**src/lbie_pkg.sv**
```systemverilog
// Purpose: Constants and types for the logic and bit instruction executor
// Assumes: 14-bit instruction words, 8-bit data, 7-bit file addresses
// Notes:   Overview of operation
// Overview of operation
// - Opcode 00 0101 d fffffff is a one-cycle AND of accumulator and file register.
// - AND result goes to accumulator when d is 0, to the file register when 1.
// - Three-bit field picks bit 0..7; seven-bit field picks file register 0..127.
// - Opcode 01 00 clears the chosen bit, keeps other bits and flags, one cycle.
// - Opcode 01 01 sets the chosen bit, keeps other bits and flags, one cycle.
// - Opcode 01 10 tests the chosen bit; zero skips the next instruction, no flags.
// - A taken skip discards the prefetched word and runs an idle slot instead.
package lbie_pkg;
  localparam int          DATA_W         = 8;
  localparam int          ADDR_W         = 7;
  localparam int          BIT_W          = 3;
  localparam int          INSN_W         = 14;
  localparam logic [5:0]  OPC_AND_FILE   = 6'h05;
  localparam logic [3:0]  OPC_BIT_CLEAR  = 4'h4;
  localparam logic [3:0]  OPC_BIT_SET    = 4'h5;
  localparam logic [3:0]  OPC_BIT_TEST   = 4'h6;
  localparam int          DEST_POS       = 7;
  localparam int          BIT_LSB        = 7;
  localparam logic [7:0]  ACCUM_RESET    = 8'h00;

  typedef enum logic [2:0] {
    LBIE_OP_NONE  = 3'b000,
    LBIE_OP_AND   = 3'b001,
    LBIE_OP_CLEAR = 3'b010,
    LBIE_OP_SET   = 3'b011,
    LBIE_OP_TEST  = 3'b100
  } lbie_op_t;

  typedef struct packed {
    logic              we;
    logic [ADDR_W-1:0] addr;
    logic [DATA_W-1:0] data;
  } lbie_file_wr_t;

  typedef struct packed {
    logic [DATA_W-1:0] accum;
    logic              zero;
    logic              skip;
    lbie_file_wr_t     wr;
  } lbie_state_t;
endpackage

```
**src/lbie_decode.sv**
```systemverilog
// Purpose: Split an instruction word into operation and operand fields
// Assumes: Word is stable during the cycle it executes
// Notes:   Unsupported opcodes decode to no operation
`timescale 1ns/10ps
module lbie_decode (
  // Instruction
  input  wire logic [lbie_pkg::INSN_W-1:0] insn,
  // Decoded fields
  output lbie_pkg::lbie_op_t               op,
  output logic                             dest,
  output logic [lbie_pkg::ADDR_W-1:0]      addr,
  output logic [lbie_pkg::BIT_W-1:0]       bit_sel
);
  import lbie_pkg::*;

  assign addr    = insn[ADDR_W-1:0];
  assign bit_sel = insn[BIT_LSB+BIT_W-1:BIT_LSB];
  assign dest    = insn[DEST_POS];

  always_comb begin
    op = LBIE_OP_NONE;
    if (insn[13:8] == OPC_AND_FILE) begin
      op = LBIE_OP_AND;
    end else if (insn[13:10] == OPC_BIT_CLEAR) begin
      op = LBIE_OP_CLEAR;
    end else if (insn[13:10] == OPC_BIT_SET) begin
      op = LBIE_OP_SET;
    end else if (insn[13:10] == OPC_BIT_TEST) begin
      op = LBIE_OP_TEST;
    end
  end
endmodule // lbie_decode

```
**src/lbie_exec.sv**
```systemverilog
// Purpose: Execute AND-with-file, bit clear, bit set and bit test with skip
// Assumes: Core fetch supplies insn and file read data combinationally each cycle
// Notes:   One instruction per clock when insn_valid is high
//          A taken bit test blanks the following slot
//          Only AND with destination 0 changes the accumulator
`timescale 1ns/10ps
module lbie_exec (
  // Clock and reset
  input  wire logic                        clock,
  input  wire logic                        rst,
  // Instruction from fetch
  input  wire logic                        insn_valid,
  input  wire logic [lbie_pkg::INSN_W-1:0] insn,
  // File register read port
  output logic [lbie_pkg::ADDR_W-1:0]      file_raddr,
  input  wire logic [lbie_pkg::DATA_W-1:0] file_rdata,
  // File register write port
  output lbie_pkg::lbie_file_wr_t          file_wr,
  // Core state
  output logic [lbie_pkg::DATA_W-1:0]      accum,
  output logic                             zero_flag,
  output logic                             skip_active
);
  import lbie_pkg::*;

  lbie_op_t          op;
  logic              dest;
  logic [ADDR_W-1:0] addr;
  logic [BIT_W-1:0]  bit_sel;
  lbie_state_t       state;
  lbie_state_t       next_state;
  logic [DATA_W-1:0] and_result;
  logic [DATA_W-1:0] bit_mask;

  lbie_decode lbie_decode_i (
    .insn    (insn),
    .op      (op),
    .dest    (dest),
    .addr    (addr),
    .bit_sel (bit_sel)
  );

  assign file_raddr = addr;
  assign and_result = state.accum & file_rdata;

  // Word is executed at this edge
  logic exec_now;
  assign exec_now = insn_valid && !state.skip;

  // One-hot mask of the selected bit
  for (genvar g = 0; g < DATA_W; g++) begin : g_mask
    assign bit_mask[g] = (bit_sel == BIT_W'(g));
  end

  ////////////////////////////////////////////////////////////////////////////
  // Field layout checks
  if (INSN_W != 4 + BIT_W + ADDR_W) begin : g_bad_bit_layout
    $error("bit operation fields do not fill the instruction word");
  end
  if (INSN_W != 7 + ADDR_W) begin : g_bad_and_layout
    $error("and operation fields do not fill the instruction word");
  end
  if (DATA_W != (1 << BIT_W)) begin : g_bad_bit_index
    $error("bit index width does not match the data width");
  end
  if (DEST_POS != ADDR_W || BIT_LSB != ADDR_W) begin : g_bad_field_pos
    $error("destination or bit index field is misplaced");
  end
  if ($bits(ACCUM_RESET) != DATA_W) begin : g_bad_accum_reset
    $error("accumulator reset value has the wrong width");
  end
  if ($bits(lbie_file_wr_t) != 1 + ADDR_W + DATA_W) begin : g_bad_write_port
    $error("file write port layout is wrong");
  end

  ////////////////////////////////////////////////////////////////////////////
  always_comb begin
    next_state       = state;
    next_state.wr.we = 1'b0;
    next_state.skip  = 1'b0;
    if (state.skip) begin
      next_state.skip = 1'b0;
    end else if (insn_valid) begin
      unique case (op)
        LBIE_OP_AND: begin
          next_state.zero = (and_result == 8'h00);
          if (dest) begin
            next_state.wr.we   = 1'b1;
            next_state.wr.addr = addr;
            next_state.wr.data = and_result;
          end else begin
            next_state.accum = and_result;
          end
        end
        LBIE_OP_CLEAR: begin
          next_state.wr.we   = 1'b1;
          next_state.wr.addr = addr;
          next_state.wr.data = file_rdata & ~bit_mask;
        end
        LBIE_OP_SET: begin
          next_state.wr.we   = 1'b1;
          next_state.wr.addr = addr;
          next_state.wr.data = file_rdata | bit_mask;
        end
        LBIE_OP_TEST: begin
          next_state.skip = ~|(file_rdata & bit_mask);
        end
        LBIE_OP_NONE: begin
        end
      endcase
    end
  end

  // Idle state: accumulator at its reset value, no flag, no pending write
  localparam lbie_state_t STATE_RESET = '{
    accum: ACCUM_RESET,
    zero:  1'b0,
    skip:  1'b0,
    wr:    '{we: 1'b0, addr: '0, data: '0}
  };

  always_ff @(posedge clock) begin
    if (rst) begin
      state <= STATE_RESET;
    end else begin
      state <= next_state;
    end
  end

  assign accum       = state.accum;
  assign zero_flag   = state.zero;
  assign skip_active = state.skip;
  assign file_wr     = state.wr;

  ////////////////////////////////////////////////////////////////////////////
  // Results of executed words
  a_and_zero: assert property (@(posedge clock) disable iff (rst)
    insn_valid && !state.skip && op == LBIE_OP_AND
      |=> zero_flag == (($past(accum) & $past(file_rdata)) == 8'h00))
    else $error("zero flag wrong after and");
  a_and_dest: assert property (@(posedge clock) disable iff (rst)
    insn_valid && !state.skip && op == LBIE_OP_AND && dest |=> file_wr.we && accum == $past(accum))
    else $error("and to file changed accumulator");
  a_and_accum: assert property (@(posedge clock) disable iff (rst)
    insn_valid && !state.skip && op == LBIE_OP_AND && !dest
      |=> !file_wr.we && accum == ($past(accum) & $past(file_rdata)))
    else $error("and to accumulator wrong");
  a_clear_bit: assert property (@(posedge clock) disable iff (rst)
    insn_valid && !state.skip && op == LBIE_OP_CLEAR
      |=> file_wr.we && file_wr.data == ($past(file_rdata) & ~(8'h01 << $past(bit_sel))))
    else $error("bit clear wrong");
  a_set_bit: assert property (@(posedge clock) disable iff (rst)
    insn_valid && !state.skip && op == LBIE_OP_SET
      |=> file_wr.we && file_wr.data == ($past(file_rdata) | (8'h01 << $past(bit_sel))))
    else $error("bit set wrong");
  a_bit_flags: assert property (@(posedge clock) disable iff (rst)
    insn_valid && !state.skip && op inside {LBIE_OP_CLEAR, LBIE_OP_SET, LBIE_OP_TEST}
      |=> $stable(zero_flag) && $stable(accum))
    else $error("bit op changed flags");
  a_test_skip: assert property (@(posedge clock) disable iff (rst)
    insn_valid && !state.skip && op == LBIE_OP_TEST
      |=> skip_active == !$past(file_rdata[bit_sel]))
    else $error("bit test skip wrong");
  a_skip_idle: assert property (@(posedge clock) disable iff (rst)
    skip_active |=> !skip_active && !file_wr.we && $stable(accum) && $stable(zero_flag))
    else $error("discarded word executed");
  a_write_addr: assert property (@(posedge clock) disable iff (rst)
    insn_valid && !state.skip && op inside {LBIE_OP_CLEAR, LBIE_OP_SET}
      |=> file_wr.addr == $past(insn[6:0]))
    else $error("write address wrong");
  a_and_file: assert property (@(posedge clock) disable iff (rst)
    exec_now && op == LBIE_OP_AND && dest
      |=> file_wr.addr == $past(addr)
          && file_wr.data == ($past(accum) & $past(file_rdata)))
    else $error("and to file wrote wrong word");
  a_clear_low: assert property (@(posedge clock) disable iff (rst)
    exec_now && op == LBIE_OP_CLEAR |=> !file_wr.data[$past(bit_sel)])
    else $error("cleared bit still set");
  a_set_high: assert property (@(posedge clock) disable iff (rst)
    exec_now && op == LBIE_OP_SET |=> file_wr.data[$past(bit_sel)])
    else $error("set bit still clear");
  a_mask_onehot: assert property (@(posedge clock) disable iff (rst)
    $onehot(bit_mask))
    else $error("bit mask not one-hot");
  a_raddr_follow: assert property (@(posedge clock) disable iff (rst)
    file_raddr == insn[ADDR_W-1:0])
    else $error("read address not taken from word");

  // Side effects
  a_write_cause: assert property (@(posedge clock) disable iff (rst)
    file_wr.we |-> $past(insn_valid && !skip_active && op != LBIE_OP_TEST
                         && op != LBIE_OP_NONE && !(op == LBIE_OP_AND && !dest)))
    else $error("file write without a writing instruction");
  a_zero_only_and: assert property (@(posedge clock) disable iff (rst)
    !(exec_now && op == LBIE_OP_AND) |=> $stable(zero_flag))
    else $error("zero flag changed outside and");
  a_accum_only_and: assert property (@(posedge clock) disable iff (rst)
    !(exec_now && op == LBIE_OP_AND && !dest) |=> $stable(accum))
    else $error("accumulator changed outside and");
  a_unknown_idle: assert property (@(posedge clock) disable iff (rst)
    exec_now && op == LBIE_OP_NONE
      |=> !file_wr.we && !skip_active)
    else $error("unsupported word had an effect");
  a_test_no_write: assert property (@(posedge clock) disable iff (rst)
    exec_now && op == LBIE_OP_TEST |=> !file_wr.we)
    else $error("bit test wrote a register");
  a_and_no_skip: assert property (@(posedge clock) disable iff (rst)
    exec_now && op == LBIE_OP_AND |=> !skip_active)
    else $error("and started a skip");
  a_bit_no_skip: assert property (@(posedge clock) disable iff (rst)
    exec_now && op inside {LBIE_OP_CLEAR, LBIE_OP_SET} |=> !skip_active)
    else $error("bit write started a skip");

  // Skip and reset
  a_skip_cause: assert property (@(posedge clock) disable iff (rst)
    skip_active |-> $past(insn_valid && !skip_active && op == LBIE_OP_TEST))
    else $error("skip without a bit test");
  a_reset_clear: assert property (@(posedge clock)
    rst |=> accum == ACCUM_RESET && !zero_flag && !skip_active && !file_wr.we)
    else $error("reset left state behind");

  c_skip_taken: cover property (@(posedge clock) disable iff (rst) skip_active);
  c_and_zero:   cover property (@(posedge clock) disable iff (rst)
    insn_valid && op == LBIE_OP_AND ##1 zero_flag);
  c_set_write:  cover property (@(posedge clock) disable iff (rst)
    insn_valid && !state.skip && op == LBIE_OP_SET);
  c_skip_free:  cover property (@(posedge clock) disable iff (rst)
    exec_now && op == LBIE_OP_TEST ##1 !skip_active);
  c_discard:    cover property (@(posedge clock) disable iff (rst)
    skip_active && insn_valid);
endmodule // lbie_exec

```
**config.mk**
```make
export PLATFORM = sky130hd
export DESIGN_NAME = lbie_exec
export DESIGN_NICKNAME = d
export VERILOG_FILES = /design/src/lbie_pkg.sv /design/src/lbie_decode.sv /design/src/lbie_exec.sv
export SDC_FILE = /design/constraint.sdc
export NUM_CORES = 1
export LEC_CHECK = 0
export ABC_AREA = 1
export BUFFER_PORTS_ARGS = -buffer_cell sky130_fd_sc_hd__buf_2
export CAP_MARGIN = 30
export CORE_MARGIN = 3
export CORE_UTILIZATION = 52
export CTS_BUF_LIST = sky130_fd_sc_hd__clkbuf_8 sky130_fd_sc_hd__clkbuf_16
export CTS_CLUSTER_DIAMETER = 120
export CTS_CLUSTER_SIZE = 20
export DETAILED_ROUTE_END_ITERATION = 8
export PLACE_DENSITY_LB_ADDON = 0.15
export REMOVE_ABC_BUFFERS = 1
export SYNTH_ARGS = -nofsm -noshare
export SYNTH_HDL_FRONTEND = slang
export SYNTH_SLANG_ARGS = --single-unit
```
**constraint.sdc**
```tcl
create_clock -name clock -period 2.4 [get_ports clock]
set_input_delay 0.24 -clock clock [delete_from_list [all_inputs] [get_ports clock]]
set_output_delay 0.24 -clock clock [all_outputs]
set_load 0.05 [all_outputs]
```
; ---- Yosys cells after proc, flatten, opt, wreduce, memory -nomap -nowiden
; Index checks and enable logic that the tools add are counted.
[totals]
output_inout_bits = 33
word_cells = 47
ff_bits = 26
[op_classes]
reduce_logical = 10
n_eq_ne = 16
n_mux = 6
bitwise_logic = 9
[ops]
columns = cell, n
row1 = one-hot mux 16 bit (3 select lines), 1
row2 = bitwise AND 8 bit, 3
row3 = two-way mux 16 bit, 1
row4 = "== test 3 bit, second input constant", 5
row5 = "== test 3 x 2 -> 1 bit, second input constant", 4
row6 = "== test 4 x 3 -> 1 bit, second input constant", 3
row7 = two-way mux 3 bit, 4
row8 = zero test 8 bit, 1
row9 = NOT 8 bit, 1
row10 = bitwise OR 8 bit, 1
row11 = AND reduction 4 bit, 2
row12 = OR reduction 8 bit, 1
row13 = "== test 3 x 1 -> 1 bit, second input constant", 2
row14 = "== test 6 x 3 -> 1 bit, second input constant", 1
row15 = NOT 1 bit, 4
row16 = OR reduction 4 bit, 1
row17 = zero test 3 bit, 1
row18 = AND reduction 3 bit, 1
row19 = nonzero test 3 bit, 1
row20 = OR reduction 3 bit, 1
row21 = "inequality test 2 bit, second input constant", 1
row22 = zero test 1 bit, 1

; ---- Logic depth before layout (Yosys ltp)
[depth]
depth_word = 8
mapped_depth = 9
depth_no_buf = 9

; ---- Hierarchy
; From an unflattened synthesis, not the netlist that was laid out.
[unflattened]
cells_unflattened = 292
hier_area_um2 = 1724.2
[modules_own_cells]
columns = mod, n_inst, cells_per_inst, seq_area_each_um2, area_per_inst_um2
row1 = lbie_exec, 1, 272, 520.5, 1599.0
row2 = lbie_decode, 1, 20, 0.0, 125.1

; ---- Worst setup path before layout
; No wires, ideal clock.
[synth_path]
kind = register to register
startpoint = reg state, in the netlist skip_active
endpoint = reg state, in the netlist accum[0]
period_less_slack_ps = 1488
arrival_time_ps = 1360
slack_ps = 912
setup_ps = 128
stages_incl_launch_ff = 7
required_ps = 2272
path_cell_list = dfxtp_1 nor2_1 inv_1 nor2_1 nand2_1 o21ai_0 nor2_1
[synth_via]
elab_chain_cells = 2
[synth_lines]
columns = element, line
row1 = "start, declared", lbie_exec.sv:30  ; lbie_state_t state;
row2 = "start signal, assigned", lbie_exec.sv:126  ; state <= next_state;
row3 = NOT 1 bit (no source line), -
row4 = AND reduction 4 bit (no source line), -
; No other way between the ends.
; A chain may end at the register's enable or synchronous reset.

; ---- Worst setup path after layout
[layout_path]
startpoint = reg state, in the netlist skip_active
endpoint = reg state, in the netlist accum[7]
; Same word-level chain as after synthesis.

==> impl_metrics.json <==
{
  "drc_errors": 0,
  "critical_path.most_common_cell": "nor2_1",
  "grt_start_max_net_pins": 20,
  "syn-instance-count": 230,
  "comb_power_share_pct": 17.9,
  "ys_ff_latch": 26,
  "antenna_found_initial": 0,
  "clkLatencyLatePin_ns": 0.27,
  "maxCapViolations": 0,
  "critPathKind": "flip-flop to flip-flop",
  "cts_buffers": 3,
  "hold_path.class": "input port to flip-flop",
  "worstReg2RegEnd": "accum[7]",
  "wire_per_inst_um": 11.8,
  "grt_pass1_vias": 1313,
  "cts_setup_buffers": 0,
  "ir_drop_mv": 0.381,
  "hold_depth": 3,
  "pwr-share-seq_pct": 45.1,
  "setup_tns_ns": 0,
  "first_iter_violations": 103,
  "routed_wl_um": 3630,
  "reg2reg_from": "skip_active",
  "cts_root_buffer": "clkbuf_8",
  "fin_crit_sh_pct": 65.3,
  "p_sw_mw": 0.274,
  "vias": 1597,
  "row_count": 18,
  "ctsHoldBuffers": 0,
  "min_from": "insn[3]",
  "yosys_warnings": 0,
  "hold_path_end": "file_wr[11]",
  "rsz0062_at_grt": "false",
  "port_buffers": 57,
  "dpl_cell_area_sq_mm": 0.00171,
  "startpoint": "skip_active",
  "core-area_sq_mm": 0.00259,
  "final_max_slew_viol_count": 0,
  "arrival_ns": 1.73,
  "die_height_um": 59.4,
  "finalCriticalPeriod_ns": 1.57,
  "cts_tree": "yes",
  "fin_hold_ws_ns": 0.243,
  "slew_headroom_pct": 63.4,
  "grt_pass1_wl_um": 5840,
  "finalSetupViolCount": 0,
  "grt_usage_pct": 21.6,
  "p_sw_share_pct": 27.9,
  "postLayoutCellArea_sq_mm": 0.00178,
  "synth_seq_area_share_pct": 35.1,
  "viasPerCell": 5.19,
  "post-dp-hpwl_um": 2760,
  "fin_nets": 304,
  "initial_core_util_pct": 57.2,
  "post_synth_num_cell_types": 23,
  "ff2ff_path_depth": 6,
  "fp.dieW_um": 59.4,
  "tightest_slew_ns": 0.547,
  "cts.sinks": 26,
  "cp_max_fo": 8,
  "finalHoldViolCount": 0,
  "crit_slowest_cell": "nor2_1",
  "max-clock-path-buffers": 2,
  "p_int_mw": 0.709,
  "cts_repair_resize_count": 0,
  "max_freq_ghz": 0.638,
  "ios": 58,
  "rrSetupSlack_ns": 0.83,
  "avgSynthCellArea_sq_um": 6.45,
  "worstSetupStartpointType": "flip-flop",
  "power_density_mw_per_mm2": 551,
  "fin_util_pct": 68.8,
  "skew_ns": 0.00330,
  "outcome": "complete, no violations",
  "crit_chain": "nor2_1 > inv_1 > nor2_1 > nand2_1 > o21ai_0 > nor2_1",
  "die_area_sq_mm": 0.00353,
  "insertedDiodeCount": 0,
  "syn_area_sq_mm": 0.00148,
  "crit_path_max_incr_delay_ns": 0.44,
  "antenna_left": 0,
  "p_leak_nw": 0.935,
  "crit_required_ns": 2.56,
  "dr.pass1.iters": 4,
  "power_mw": 0.983,
  "p_clk_share_pct": 37.0,
  "area_growth_pct": 20.3,
  "gp_congestion": 0.871,
  "clkTransAtPathRegs_ns": 0.09,
  "drive_gt1_share_pct": 25.2,
  "htree_levels": 1,
  "gr-total-overflow": 0,
  "worstSetupEndpointType": "flip-flop"
}
[critical path: cells and delay by family (launching register included)]
kind                   cells  cell delay (ns)
and+or+nand+nor            4             0.85
AOI/OAI and AO/OA          1             0.21
buffers and inverters      1             0.08
DFF                        1             0.31
[synth_stat cells]
master / number / area share (%)
nor3_1: 1 / 0.34
inv_1: 23 / 5.8
nor3_2: 1 / 0.68
nor4_1: 1 / 0.42
inv_2: 1 / 0.25
a21oi_1: 9 / 3.0
clkinv_1: 2 / 0.51
nand3_4: 1 / 1.2
buf_6: 2 / 1.5
dfxtp_1: 26 / 35
nand2_2: 1 / 0.42
nand3_2: 2 / 1.4
nand3b_1: 1 / 0.51
nand2_1: 53 / 13
clkbuf_1: 3 / 0.76
nand3_1: 36 / 12
buf_4: 9 / 4.6
nor2_4: 2 / 1.5
nor2_1: 36 / 9.1
o21ai_0: 15 / 5.1
o221ai_1: 1 / 0.59
o22ai_1: 1 / 0.42
nand4_1: 3 / 1.3
[cell families (layout without fill, tap and decap cells)]
kind of cell | Yosys count | count (layout) | share of synthesized area [%]
compound gates | 26 | 26 | 9.11
simple gates | 138 | 138 | 42.4
flops | 26 | 26 | 35.1
buf+inv | 40 | 88 | 13.4
[state kept, by name, indices dropped and copies added, names as in the netlist]
signal       flops
file_wr         16
accum            8
zero_flag        1
skip_active      1
[worst max-delay path by stage]
| stage | end | slack, ns |
|---|---|---|
| 2_1_floorplan | accum[0] | 0.62 |
| 5_1_grt | accum[0] | 0.59 |
| 6_report | accum[7] | 0.83 |
| 3_5_place_dp | accum[5] | 0.80 |
| 4_1_cts | accum[5] | 0.83 |
| 3_3_place_gp | accum[0] | 0.84 |
[metal layers]
layer	share of wire, %	up-vias	global-route usage [%]
li1	-	834	-
met1	43	687	30.4
met2	46	71	33.7
met3	9.2	5	3.05
met4	1.2	0	6.80
met5	0	-	0
[per-stage QoR]
step	std cells	worst slack [ns]
6_report	308	0.832
5_1_grt	308	0.591
4_1_cts	308	0.826
3_5_place_dp	304	0.801
3_3_place_gp	304	0.837
2_1_floorplan	216	0.624
[final cells by class]
cell class | instances | area, sq um
fill | 247 | 807
multi-input combinational | 164 | 763
sequential | 26 | 520
timing repair buffer | 58 | 293
inverter | 26 | 97.6
clock buffer | 3 | 41.3
tap | 30 | 37.5
clock inverter | 1 | 30.0
[power by group through the flow]
stage,registers (mW),logic (mW),clock network (mW)
floorplan,0.483,0.0573,0
global placement,0.453,0.173,0
detailed placement,0.453,0.174,0
CTS,0.443,0.175,0.367
global route,0.444,0.192,0.386
finish,0.443,0.176,0.364
[cells in the final DEF, fill, tap and decap left out]
cell type and instances:
clkbuf_8 3, inv_2 1, nand2_2 1, nor2_1 36, buf_2 57, nand3_2 2
o22ai_1 1, inv_1 23, o21ai_0 15, nor3_1 1, dfxtp_1 26, clkinv_1 2
nor3_2 1, nand3_1 36, buf_4 1, nand3_4 1, o221ai_1 1, nand3b_1 1
nor4_1 1, bufinv_16 1, a21oi_1 9, nand2_1 53, nor2_4 2, nand4_1 3
(Power assumes the default switching activity.)
